**config.mk**
```make
export PLATFORM = sky130hd
export DESIGN_NAME = drb_arbiter
export DESIGN_NICKNAME = d
export VERILOG_FILES = /design/src/core/drb_pkg.sv /design/src/core/drb_arbiter.sv
export SDC_FILE = /design/constraint.sdc
export NUM_CORES = 1
export LEC_CHECK = 0
export ABC_AREA = 1
export CAP_MARGIN = 0
export CORE_ASPECT_RATIO = 0.7
export CORE_MARGIN = 2
export CORE_UTILIZATION = 45
export DETAILED_ROUTE_END_ITERATION = 10
export DONT_BUFFER_PORTS = 1
export GPL_TIMING_DRIVEN = 0
export PLACE_DENSITY_LB_ADDON = 0.08
export SKIP_LAST_GASP = 1
export SYNTH_ARGS = -nofsm -noshare
export SYNTH_HDL_FRONTEND = slang
export SYNTH_SLANG_ARGS = --single-unit
```
**constraint.sdc**
```tcl
create_clock -name pclk -period 1.4 [get_ports pclk]
set_clock_uncertainty 0.1 [all_clocks]
set_input_delay 0.28 -clock pclk [delete_from_list [all_inputs] [get_ports pclk]]
set_output_delay 0.28 -clock pclk [all_outputs]
set_load 0.03 [all_outputs]
```
**src/core/drb_pkg.sv**
```systemverilog
// package: constants, types and register map of the dram refresh and bus arbiter
package drb_pkg;

  // ------------------------------------------------------------
  // register map (byte addresses, one 32-bit word each)
  // ------------------------------------------------------------
  localparam logic [7:0] DRB_CTRL_ADDR   = 8'h00;
  localparam logic [7:0] DRB_STATUS_ADDR = 8'h04;

  // ctrl fields
  localparam int CTRL_HIDDEN_BIT   = 0;
  localparam int CTRL_VL_FIFO_BIT  = 1;
  localparam int CTRL_CADLY_BIT    = 2;
  localparam int CTRL_WB_CACHE_BIT = 3;
  localparam int CTRL_SIZE_LSB     = 4;
  localparam int CTRL_SIZE_MSB     = 5;
  localparam logic [31:0] CTRL_RESET_VAL = 32'h0000_0000;

  // status fields
  localparam int STAT_STATE_LSB  = 0;
  localparam int STAT_STATE_MSB  = 3;
  localparam int STAT_RPEND_BIT  = 4;
  localparam int STAT_HIDDEN_BIT = 5;
  localparam int STAT_DMA8_BIT   = 6;
  localparam int STAT_DMA16_BIT  = 7;
  localparam int STAT_MASTER_BIT = 8;

  // ------------------------------------------------------------
  // timing
  // ------------------------------------------------------------
  localparam int CLK_PERIOD_PS     = 5000;
  localparam int REFRESH_PERIOD_NS = 15000;
  localparam int REFRESH_CYCLES    = (REFRESH_PERIOD_NS * 1000) / CLK_PERIOD_PS;
  localparam int RAS_PULSE_CYC     = 3;
  localparam int CBR_LEAD_CYC      = 1;
  localparam int CASTOUT_WAIT_CYC  = 4;
  localparam int LCLK_CNT_W        = 4;

  // ------------------------------------------------------------
  // encodings
  // ------------------------------------------------------------
  localparam logic [1:0] SIZE_256K = 2'h0;
  localparam logic [1:0] SIZE_1M   = 2'h1;
  localparam logic [1:0] SIZE_4M   = 2'h2;
  localparam int MA_W = 11;

  typedef enum logic [3:0] {
    ST_IDLE, ST_HOLD_REQ, ST_REF_CBR_CAS, ST_REF_RAS, ST_REF_DONE,
    ST_ISA_GRANT, ST_VL_GRANT, ST_VL_DRAIN, ST_HID_CAS, ST_HID_RAS
  } drb_state_t;

  typedef enum logic [1:0] { OWN_NONE, OWN_REF, OWN_ISA, OWN_VL } drb_owner_t;

  typedef struct packed {
    logic        psel;
    logic        penable;
    logic        pwrite;
    logic [7:0]  paddr;
    logic [31:0] pwdata;
  } drb_apb_req_t;

  typedef struct packed {
    logic        hidden;
    logic        vl_fifo;
    logic        cadly_long;
    logic        wb_cache;
    logic [1:0]  dram_size;
  } drb_cfg_t;

endpackage

```
**src/core/drb_arbiter.sv**
```systemverilog
// refresh, dram address muxing and system bus arbitration
`timescale 1ns/10ps
`default_nettype none

// Notes on behaviour
// - after reset refresh is normal: cpu held, one cycle refreshes dram and at bus
// - hidden mode: cpu dram or at access during refresh waits until free
// - hidden mode: dram refresh separate from at refresh; dram arbitrates cpu vs refresh
// - every dram refresh is cas-before-ras, no row address
// - refresh requested by 15us timer output or by a 16-bit isa master owning bus
// - column address lines 0..8 from cpu bits 3..11 for every size
// - row lines 0..8 from bits 12..20; line 9 and 10 per dram size
// - column bits 3 and 4 come from internal burst counter
// - dma/master: commands start ras, column address after programmable lclk delay
// - dma/master: cas one lclk after column address
// - write-back cache on: dma/master column address and cas wait until castout burst completes
// - cpu hold asserted for dma, at master, vl master and normal refresh
// - after hold ack issue refresh command or isa grant per requester
// - hidden refresh keeps cpu hold negated
// - requests served fifo; refresh behind isa latched, served right after
// - during isa grant dma enables mark 8/16-bit dma, else external master
// - refresh preempts vl master unless fifo option programmed
// - at refresh: companion asserts refresh and memory read commands
module drb_arbiter
  import drb_pkg::*;
#(
  parameter int REFRESH_CNT = REFRESH_CYCLES
) (
  input  wire logic               pclk,
  input  wire logic               presetn,
  input  wire logic               psel,
  input  wire logic               penable,
  input  wire logic               pwrite,
  input  wire logic [7:0]         paddr,
  input  wire logic [31:0]        pwdata,
  output logic      [31:0]        prdata,
  output logic                    pready,
  output logic                    pslverr,
  input  wire logic               timer_refresh_output,
  input  wire logic               isa_master_refresh_n,
  input  wire logic               isa_hold_request,
  input  wire logic               vl_bus_request_n,
  input  wire logic               vl_transaction_done,
  input  wire logic               cpu_hold_ack,
  input  wire logic               dma8_addr_enable_n,
  input  wire logic               dma16_addr_enable_n,
  input  wire logic               lclk,
  input  wire logic               isa_mem_cmd_n,
  input  wire logic               cpu_dram_req,
  input  wire logic               cpu_at_req,
  input  wire logic               cpu_castout_busy,
  input  wire logic [24:3]        cpu_addr,
  input  wire logic               cpu_row_phase,
  input  wire logic               burst_start,
  input  wire logic               burst_step,
  output logic                    cpu_hold,
  output logic                    isa_grant_ack,
  output logic                    vl_bus_grant_n,
  output logic                    refresh_cmd_n,
  output logic                    at_refresh_req,
  output logic                    cpu_wait,
  output logic                    ras_n,
  output logic                    cas_n,
  output logic [MA_W-1:0]         dram_mux_address
);

  // ------------------------------------------------------------
  // synchronisers for pins from other domains
  // ------------------------------------------------------------
  localparam int NSYNC = 7;
  logic [NSYNC-1:0] pin_raw, s1_reg, s2_reg, s3_reg, pin_reg;
  assign pin_raw = {timer_refresh_output, isa_master_refresh_n, isa_hold_request,
                    vl_bus_request_n, lclk, isa_mem_cmd_n, vl_transaction_done};

  always_ff @(posedge pclk or negedge presetn) begin
    if (!presetn) begin
      s1_reg  <= 7'h7C;
      s2_reg  <= 7'h7C;
      s3_reg  <= 7'h7C;
      pin_reg <= 7'h7C;
    end else begin
      s1_reg <= pin_raw;
      s2_reg <= s1_reg;
      s3_reg <= s2_reg;
      for (int i = 0; i < NSYNC; i++) begin
        if (s2_reg[i] == s3_reg[i]) begin
          pin_reg[i] <= s3_reg[i];
        end
      end
    end
  end

  logic tmr_s, isa_ref_n_s, hrq_s, vlreq_n_s, lclk_s, memcmd_n_s, vldone_s;
  assign {tmr_s, isa_ref_n_s, hrq_s, vlreq_n_s, lclk_s, memcmd_n_s, vldone_s} = pin_reg;

  logic tmr_d_reg, isa_ref_d_reg, lclk_d_reg;
  always_ff @(posedge pclk or negedge presetn) begin
    if (!presetn) begin
      tmr_d_reg     <= 1'b0;
      isa_ref_d_reg <= 1'b1;
      lclk_d_reg    <= 1'b0;
    end else begin
      tmr_d_reg     <= tmr_s;
      isa_ref_d_reg <= isa_ref_n_s;
      lclk_d_reg    <= lclk_s;
    end
  end

  logic lclk_rise;
  assign lclk_rise = lclk_s & ~lclk_d_reg;

  // ------------------------------------------------------------
  // apb registers
  // ------------------------------------------------------------
  drb_apb_req_t apb;
  drb_cfg_t     cfg_reg;
  drb_state_t   state_reg;
  logic         ref_pend_reg, hidden_active_reg;
  assign apb = '{psel, penable, pwrite, paddr, pwdata};

  logic apb_access;
  assign apb_access = apb.psel & apb.penable;

  function automatic logic addr_known(input logic [7:0] a);
    return (a == DRB_CTRL_ADDR) || (a == DRB_STATUS_ADDR);
  endfunction

  always_ff @(posedge pclk or negedge presetn) begin
    if (!presetn) begin
      cfg_reg <= drb_cfg_t'(CTRL_RESET_VAL[5:0]);
    end else if (apb_access && apb.pwrite && apb.paddr == DRB_CTRL_ADDR) begin
      cfg_reg.hidden     <= apb.pwdata[CTRL_HIDDEN_BIT];
      cfg_reg.vl_fifo    <= apb.pwdata[CTRL_VL_FIFO_BIT];
      cfg_reg.cadly_long <= apb.pwdata[CTRL_CADLY_BIT];
      cfg_reg.wb_cache   <= apb.pwdata[CTRL_WB_CACHE_BIT];
      cfg_reg.dram_size  <= apb.pwdata[CTRL_SIZE_MSB:CTRL_SIZE_LSB];
    end
  end

  // answer takes no wait cycle: pready pulses in the first access cycle
  always_ff @(posedge pclk or negedge presetn) begin
    if (!presetn) begin
      pready  <= 1'b0;
      pslverr <= 1'b0;
      prdata  <= 32'h0000_0000;
    end else begin
      pready  <= apb.psel & ~apb.penable;
      pslverr <= apb.psel & ~apb.penable & ~addr_known(apb.paddr);
      prdata  <= 32'h0000_0000;
      if (apb.psel && !apb.penable && !apb.pwrite) begin
        if (apb.paddr == DRB_CTRL_ADDR) begin
          prdata[CTRL_SIZE_MSB:0] <= {cfg_reg.dram_size, cfg_reg.wb_cache,
                                      cfg_reg.cadly_long, cfg_reg.vl_fifo, cfg_reg.hidden};
        end else if (apb.paddr == DRB_STATUS_ADDR) begin
          prdata[STAT_STATE_MSB:STAT_STATE_LSB] <= state_reg;
          prdata[STAT_RPEND_BIT]  <= ref_pend_reg;
          prdata[STAT_HIDDEN_BIT] <= hidden_active_reg;
          prdata[STAT_DMA8_BIT]   <= isa_grant_ack & ~dma8_addr_enable_n;
          prdata[STAT_DMA16_BIT]  <= isa_grant_ack & ~dma16_addr_enable_n;
          prdata[STAT_MASTER_BIT] <= isa_grant_ack & dma8_addr_enable_n
                                     & dma16_addr_enable_n;
        end
      end
    end
  end

  // ------------------------------------------------------------
  // refresh request latch and fifo order
  // ------------------------------------------------------------
  logic ref_event, ref_taken, isa_first_reg, ref_first_reg;
  // an isa master owning the bus refreshes itself; timer also requests
  assign ref_event = (tmr_s & ~tmr_d_reg) | (~isa_ref_n_s & isa_ref_d_reg);

  always_ff @(posedge pclk or negedge presetn) begin
    if (!presetn) begin
      ref_pend_reg <= 1'b0;
    end else if (ref_event) begin
      ref_pend_reg <= 1'b1; // set wins over the clear
    end else if (ref_taken) begin
      ref_pend_reg <= 1'b0;
    end
  end

  // remember who asked first while both wait for the bus
  always_ff @(posedge pclk or negedge presetn) begin
    if (!presetn) begin
      isa_first_reg <= 1'b0;
      ref_first_reg <= 1'b0;
    end else begin
      isa_first_reg <= hrq_s & (isa_first_reg | ~ref_pend_reg);
      ref_first_reg <= (ref_pend_reg | ref_event) & (ref_first_reg | ~hrq_s);
    end
  end

  // ------------------------------------------------------------
  // arbitration state machine
  // ------------------------------------------------------------
  logic [LCLK_CNT_W-1:0] cnt_reg;
  drb_owner_t            want_reg;
  logic [$clog2(REFRESH_CNT+1)-1:0] ref_age_reg;

  // clear only where the machine really leaves for a refresh, so a deferred hidden
  // refresh or a vl master in fifo mode does not lose the request
  assign ref_taken = ref_pend_reg
                     && ((state_reg == ST_IDLE && !isa_first_reg
                          && !(cfg_reg.hidden && cpu_dram_req))
                         || (state_reg == ST_VL_GRANT && !vlreq_n_s && !cfg_reg.vl_fifo));

  always_ff @(posedge pclk or negedge presetn) begin
    if (!presetn) begin
      state_reg         <= ST_IDLE;
      want_reg          <= OWN_NONE;
      cnt_reg           <= '0;
      hidden_active_reg <= 1'b0;
    end else begin
      case (state_reg)
        ST_IDLE: begin
          if (ref_pend_reg && !isa_first_reg) begin
            hidden_active_reg <= cfg_reg.hidden; // sampled per request
            if (cfg_reg.hidden) begin
              state_reg <= cpu_dram_req ? ST_IDLE : ST_HID_CAS;
            end else begin
              want_reg  <= OWN_REF;
              state_reg <= ST_HOLD_REQ;
            end
          end else if (hrq_s) begin
            want_reg  <= OWN_ISA;
            state_reg <= ST_HOLD_REQ;
          end else if (!vlreq_n_s) begin
            want_reg  <= OWN_VL;
            state_reg <= ST_HOLD_REQ;
          end
        end
        ST_HOLD_REQ: begin
          if (cpu_hold_ack) begin // cpu finished its own cycle first
            case (want_reg)
              OWN_REF: state_reg <= ST_REF_CBR_CAS;
              OWN_ISA: state_reg <= ST_ISA_GRANT;
              default: state_reg <= ST_VL_GRANT;
            endcase
            cnt_reg <= '0;
          end
        end
        ST_REF_CBR_CAS, ST_HID_CAS: begin
          cnt_reg <= cnt_reg + 1'b1;
          if (cnt_reg == LCLK_CNT_W'(CBR_LEAD_CYC)) begin
            state_reg <= (state_reg == ST_HID_CAS) ? ST_HID_RAS : ST_REF_RAS;
            cnt_reg   <= '0;
          end
        end
        ST_REF_RAS, ST_HID_RAS: begin
          cnt_reg <= cnt_reg + 1'b1;
          if (cnt_reg == LCLK_CNT_W'(RAS_PULSE_CYC)) begin
            state_reg <= (state_reg == ST_HID_RAS) ? ST_IDLE : ST_REF_DONE;
          end
        end
        ST_REF_DONE: begin
          hidden_active_reg <= 1'b0;
          want_reg          <= OWN_NONE;
          state_reg         <= ST_IDLE;
        end
        ST_ISA_GRANT: begin
          if (!hrq_s) begin
            want_reg  <= OWN_NONE;
            state_reg <= ST_IDLE; // latched refresh follows at once
          end
        end
        ST_VL_GRANT: begin
          if (vlreq_n_s) begin
            state_reg <= ST_IDLE;
          end else if (ref_pend_reg && !cfg_reg.vl_fifo) begin
            state_reg <= ST_VL_DRAIN;
          end
        end
        default: begin // ST_VL_DRAIN: grant withdrawn, wait for transaction end
          if (vldone_s || vlreq_n_s) begin
            want_reg  <= OWN_REF;
            state_reg <= ST_REF_CBR_CAS;
            cnt_reg   <= '0;
          end
        end
      endcase
      if (state_reg == ST_HID_RAS && cnt_reg == LCLK_CNT_W'(RAS_PULSE_CYC)) begin
        hidden_active_reg <= 1'b0;
      end
    end
  end

  // age of a grant to an isa master, counted up to REFRESH_CNT; no output or status bit reads it
  always_ff @(posedge pclk or negedge presetn) begin
    if (!presetn) begin
      ref_age_reg <= '0;
    end else if (state_reg != ST_ISA_GRANT || ref_event) begin
      ref_age_reg <= '0; // master refreshing itself restarts the age
    end else if (ref_age_reg != ($bits(ref_age_reg))'(REFRESH_CNT)) begin
      ref_age_reg <= ref_age_reg + 1'b1;
    end
  end

  // ------------------------------------------------------------
  // dma / master dram timing on lclk
  // ------------------------------------------------------------
  logic       dm_ras_reg, dm_col_reg, dm_cas_reg;
  logic [1:0] dm_lclk_reg;
  logic       castout_wait_reg;
  logic [2:0] castout_cnt_reg;

  always_ff @(posedge pclk or negedge presetn) begin
    if (!presetn) begin
      castout_cnt_reg  <= '0;
      castout_wait_reg <= 1'b0;
    end else if (cpu_castout_busy) begin
      castout_wait_reg <= cfg_reg.wb_cache;
      castout_cnt_reg  <= 3'(CASTOUT_WAIT_CYC);
    end else if (castout_cnt_reg != '0) begin
      castout_cnt_reg <= castout_cnt_reg - 1'b1;
    end else begin
      castout_wait_reg <= 1'b0;
    end
  end

  always_ff @(posedge pclk or negedge presetn) begin
    if (!presetn) begin
      dm_ras_reg  <= 1'b0;
      dm_col_reg  <= 1'b0;
      dm_cas_reg  <= 1'b0;
      dm_lclk_reg <= '0;
    end else if (state_reg != ST_ISA_GRANT || memcmd_n_s) begin
      dm_ras_reg  <= 1'b0;
      dm_col_reg  <= 1'b0;
      dm_cas_reg  <= 1'b0;
      dm_lclk_reg <= '0;
    end else begin
      dm_ras_reg <= 1'b1; // command starts ras directly
      if (lclk_rise && !castout_wait_reg) begin
        dm_lclk_reg <= dm_lclk_reg + 1'b1;
        if (!dm_col_reg && (!cfg_reg.cadly_long || dm_lclk_reg != 2'h0)) begin
          dm_col_reg <= 1'b1;
        end else if (dm_col_reg) begin
          dm_cas_reg <= 1'b1;
        end
      end
    end
  end

  // ------------------------------------------------------------
  // burst counter and address mux
  // ------------------------------------------------------------
  logic [1:0] burst_reg;
  always_ff @(posedge pclk or negedge presetn) begin
    if (!presetn) begin
      burst_reg <= '0;
    end else if (burst_start) begin
      burst_reg <= cpu_addr[4:3];
    end else if (burst_step) begin
      burst_reg <= burst_reg + 1'b1;
    end
  end

  function automatic logic [MA_W-1:0] mux_addr(input logic [24:3] a, input logic [1:0] b,
                                               input logic row, input logic [1:0] sz);
    logic [MA_W-1:0] m;
    m = '0;
    if (row) begin
      m[8:0] = a[20:12];
      if (sz != SIZE_256K) m[9] = a[21];
      if (sz == SIZE_4M)   m[10] = a[23];
    end else begin
      m[8:0] = {a[11:5], b};
      if (sz != SIZE_256K) m[9] = a[22];
      if (sz == SIZE_4M)   m[10] = a[24];
    end
    return m;
  endfunction

  // ------------------------------------------------------------
  // outputs
  // ------------------------------------------------------------
  logic ref_cas, ref_ras, busy_ref, dm_row;
  assign ref_cas  = state_reg inside {ST_REF_CBR_CAS, ST_REF_RAS, ST_HID_CAS, ST_HID_RAS};
  assign ref_ras  = state_reg inside {ST_REF_RAS, ST_HID_RAS};
  assign busy_ref = state_reg inside {ST_HID_CAS, ST_HID_RAS};
  assign dm_row   = dm_ras_reg & ~dm_col_reg;

  always_ff @(posedge pclk or negedge presetn) begin
    if (!presetn) begin
      cpu_hold         <= 1'b0;
      isa_grant_ack    <= 1'b0;
      vl_bus_grant_n   <= 1'b1;
      refresh_cmd_n    <= 1'b1;
      at_refresh_req   <= 1'b0;
      cpu_wait         <= 1'b0;
      ras_n            <= 1'b1;
      cas_n            <= 1'b1;
      dram_mux_address <= '0;
    end else begin
      // hidden refresh never raises hold
      cpu_hold       <= !(state_reg inside {ST_IDLE, ST_HID_CAS, ST_HID_RAS});
      isa_grant_ack  <= state_reg == ST_ISA_GRANT;
      vl_bus_grant_n <= state_reg != ST_VL_GRANT;
      refresh_cmd_n  <= !(ref_cas && !hidden_active_reg);
      // normal refresh covers at memory too; hidden hands it over separately
      at_refresh_req <= (ref_cas && !hidden_active_reg) || busy_ref;
      cpu_wait       <= busy_ref && (cpu_dram_req || cpu_at_req);
      ras_n          <= !(ref_ras || dm_ras_reg);
      cas_n          <= !(ref_cas || dm_cas_reg);
      dram_mux_address <= ref_cas ? '0 :
                          mux_addr(cpu_addr, burst_reg, cpu_row_phase | dm_row,
                                   cfg_reg.dram_size);
    end
  end

endmodule

`default_nettype wire

```
==> results <==
- The number of max-cap violations is 0.
- Entering global routing, the biggest net connects 92 pins.
- The worst vdd rail ir drop is ~1.1 mV.
- The netlist uses 40 different library cells.
- The die is about 83 um tall.
- In this run the count of I/O pins placed on the die edge is 136.
- The worst hold path belongs to the class input pin to asynchronous set/reset pin.
- The top cell types in the final layout, fill and taps aside, are nand2_1 (69), dfrtp_1 (64), buf_4 (42).
- Counting both buffers and inverters, the worst setup path holds a total of 1.
- The critical path goes through nor2_4, buf_12, nand2_8, nor2_4, nand2_2, o21ai_2, nor2_4, nand2_4, nand2_1, nand2_1.
- The count of input and output buffers is 0.
- The largest registers in the layout are dram_mux_address x11, prdata x9.
- The largest single stage delay on the critical path is between 0.4 and 0.5 ns.
- The element type at the critical path end is a flop.
- The die outline area is around 9700 um^2.
- The post-synthesis instance area is 4000 um^2.
- At the later pin of the worst-skew pair, clock insertion delay measures between 0.3 and 0.4 ns.
- In this run the clock root is driven by a clkbuf_16.
- The analysis attributes to cell leakage a power of around 0.0025 uW.
- Among all stages on the critical path, the largest delay is contributed by dfrtp_2.
- The total clock buffers created by CTS is 9.
- The run finished, with violations left.
- The initial antenna violation count is 0.
- The slew of the pin with the lowest slew margin is 0.563 ns.
- The number of vias after detailed routing is between 2000 and 3000.
- From synthesis to final layout, the design area changed by 32.4%.
- No sink is reached through more buffers than the 2 on the longest clock path.
- The setup path with the least slack is of type flop to flop.
- The H-tree was split into 3 levels.
- The utilization after layout is 0.620.
- The initialized floorplan defines 28 standard-cell rows.
- The count of clock tree sinks is 91.
- The number of antenna diodes in the final layout is 0.
- The die outline width is 117 um.
- The share of final-layout standard cells stronger than drive strength 1 is 0.346.
- Of the available clock period, the critical path in the final layout requires 1.16.
- For this block, the routed nets add up to a little under 9000 um of wire.
- The iteration count of the initial detailed-routing pass is 4.
- For this run, design rule violations remaining after detail routing come to 0.
- The gate family responsible for the most delay along the worst path is simple AND/OR/NAND/NOR gates.
- The final reports fail on negative hold slack, negative setup slack.
- At the worst endpoint, the required time is between 1.5 and 2 ns.
- The net count of the finished layout is between 500 and 600.
- The register bit count reported by yosys is 91.
- Setup violations remaining at the end of the flow were counted as 19.
- The hold violation total from the final report came to 91.
- Of all nets on the critical path, the largest fanout is 6.
- After detailed routing, the average wire length per cell comes to 14.4 um.
- The detailed placer's ending HPWL is between 6000 and 7000 um.
- Data arrives at the worst endpoint at between 1.5 and 2 ns.
- Setup repair after global routing could not meet its margin everywhere.
- The register with the most flip-flops is dram_mux_address.
- Yosys printed 0 warnings.
- Final hold analysis gives a worst-case slack of -0.461 ns.
- The starting density of the core is 0.468.
- The power density of the placed cells is around 1700 nW/um^2.
- Routability-driven placement finished with a final weighted congestion of slightly above 0.9.
- The floorplan step defined a core boundary enclosing 8550 um^2.
- Synthesis produced a netlist whose cell count is 404.
- For this block, the initial DRC count from the detailed router was 121.
- In the global route stage, overall resource usage came out at 0.190.
- Of the synthesized area, sequential elements account for 0.577.
- The TritonCTS clock tree is built.
- The wire length of the first global-routing pass is roughly 14000 um.
- The vias per cell is 4.69.
- The highest clock rate is approximately 620 MHz.
- The average cell area after synthesis is about 9.9 um^2.
- The most common cell after layout, fill and taps aside is nand2_1.
- Clock-pin slew was measured on the worst setup and hold paths at approximately 0.060 ns.
- STA classifies the critical path startpoint as a flop.
- The residual antenna-violating net count after detailed routing is 0.
- After layout, the minimum clock period comes to 1.62 ns.
- The number of flip-flops under the largest register name is 11.
- The relative slew slack is 0.623.
- Once routing completed, OpenROAD measured the worst setup slack at -0.220 ns.
- Summed over all layers, the global routing overflow is 0.
- Measured in cells, the most critical reg-to-reg path has a length of 10.
- The number of slew-limit violations in the final report is 0.
- Counting stages on the worst path, the most repeated cell is nor2_4.
- The number of cells on the critical path is 10.
- The number of global-route vias before repair is around 2800.
[kinds of logic (layout without fill, tap and decap cells)]
family	count (synthesis)	count (layout)	share of synthesized area
fa+ha+maj	12	12	0.0331
other cells	1	23	0.000937
xor+xnor	5	5	0.0109
simple gates	176	176	0.213
compound gates	49	49	0.0741
buf+inv	70	144	0.0916
flops	91	91	0.577
[cell type report]
class	instances	area [um^2]
tap	120	150
sequential	91	2310
clock inverter	6	41.3
timing repair buffer	58	568
inverter	41	159
fill	746	3250
multi-input combinational	265	1610
clock buffer	10	229
buffer	29	231
[through the flow]
stage / cell area (um^2) / setup slack [ns] / power [uW] / cells / TNS, ns
2_1_floorplan: 4120 / -0.0440 / 5380 / 426 / -0.168
3_3_place_gp: 4270 / -0.285 / 5800 / 546 / -5.55
3_5_place_dp: 4270 / -0.255 / 5840 / 546 / -5.73
4_1_cts: 5140 / -0.168 / 8860 / 611 / -1.66
5_1_grt: 5300 / -0.295 / 9710 / 620 / -3.87
6_report: 5300 / -0.220 / 9170 / 620 / -2.57
[worst paths after layout]
| check | start | to | slack [ns] |
|---|---|---|---|
| hold / removal | presetn | prdata[7]$_DFF_PN0_ | -0.46 |
| max in group asynchronous | presetn | refresh_cmd_n$_DFF_PN1_ | 1.42 |
| hold reg to reg | s1_reg[1]$_DFF_PN0_ | s2_reg[1]$_DFF_PN0_ | 0.25 |
| setup reg to reg | state_reg[2]$_DFFE_PN0P_ | state_reg[2]$_DFFE_PN0P_ | -0.22 |
| setup / recovery | state_reg[2]$_DFFE_PN0P_ | state_reg[2]$_DFFE_PN0P_ | -0.22 |
| min in group pclk | cpu_addr[3] | burst_reg[0]$_DFFE_PN0P_ | 0.01 |
[power by group]
| part | total [uW] | switching, uW | internal, uW |
|---|---|---|---|
| clock | 2180 | 980 | 1200 |
| sequential | 3710 | 611 | 3100 |
| combinational | 3280 | 1840 | 1440 |
[synthesized netlist by cell type (all sizes together)]
master,count,share of area
inv,41,0.038
nand2,91,0.090
xnor2,1,0.0022
nand4,3,0.0078
o211ai,1,0.0019
maj3,7,0.018
conb,1,0.00094
o22ai,2,0.0031
nor2,43,0.054
dfrtp,66,0.41
o31ai,1,0.0031
o2bb2ai,1,0.0022
nand3,29,0.041
buf,28,0.052
dfstp,25,0.16
clkbuf,1,0.00094
a22o,1,0.0022
o21bai,2,0.0038
xor2,4,0.0088
nor3b,2,0.0050
a21oi,24,0.030
ha,5,0.016
or2,4,0.0063
nor3,4,0.0078
o21ai,17,0.028
[routing by layer]
layer | GRT usage | part of all wire
met1 | 0.263 | 0.45
met2 | 0.280 | 0.45
met3 | 0.0730 | 0.091
met4 | 0.0535 | 0.011
met5 | 0 | 0
[what timing repair did]
item                                    4_1_cts  5_1_grt
pin swaps                                    16       13
hold endpoints to repair                    118       92
setup buffers                                18        9
hold buffers                                 31        1
resized for setup                            36       26
endpoints found under the setup margin       30       33
Power figures use the tool's default switching activity.
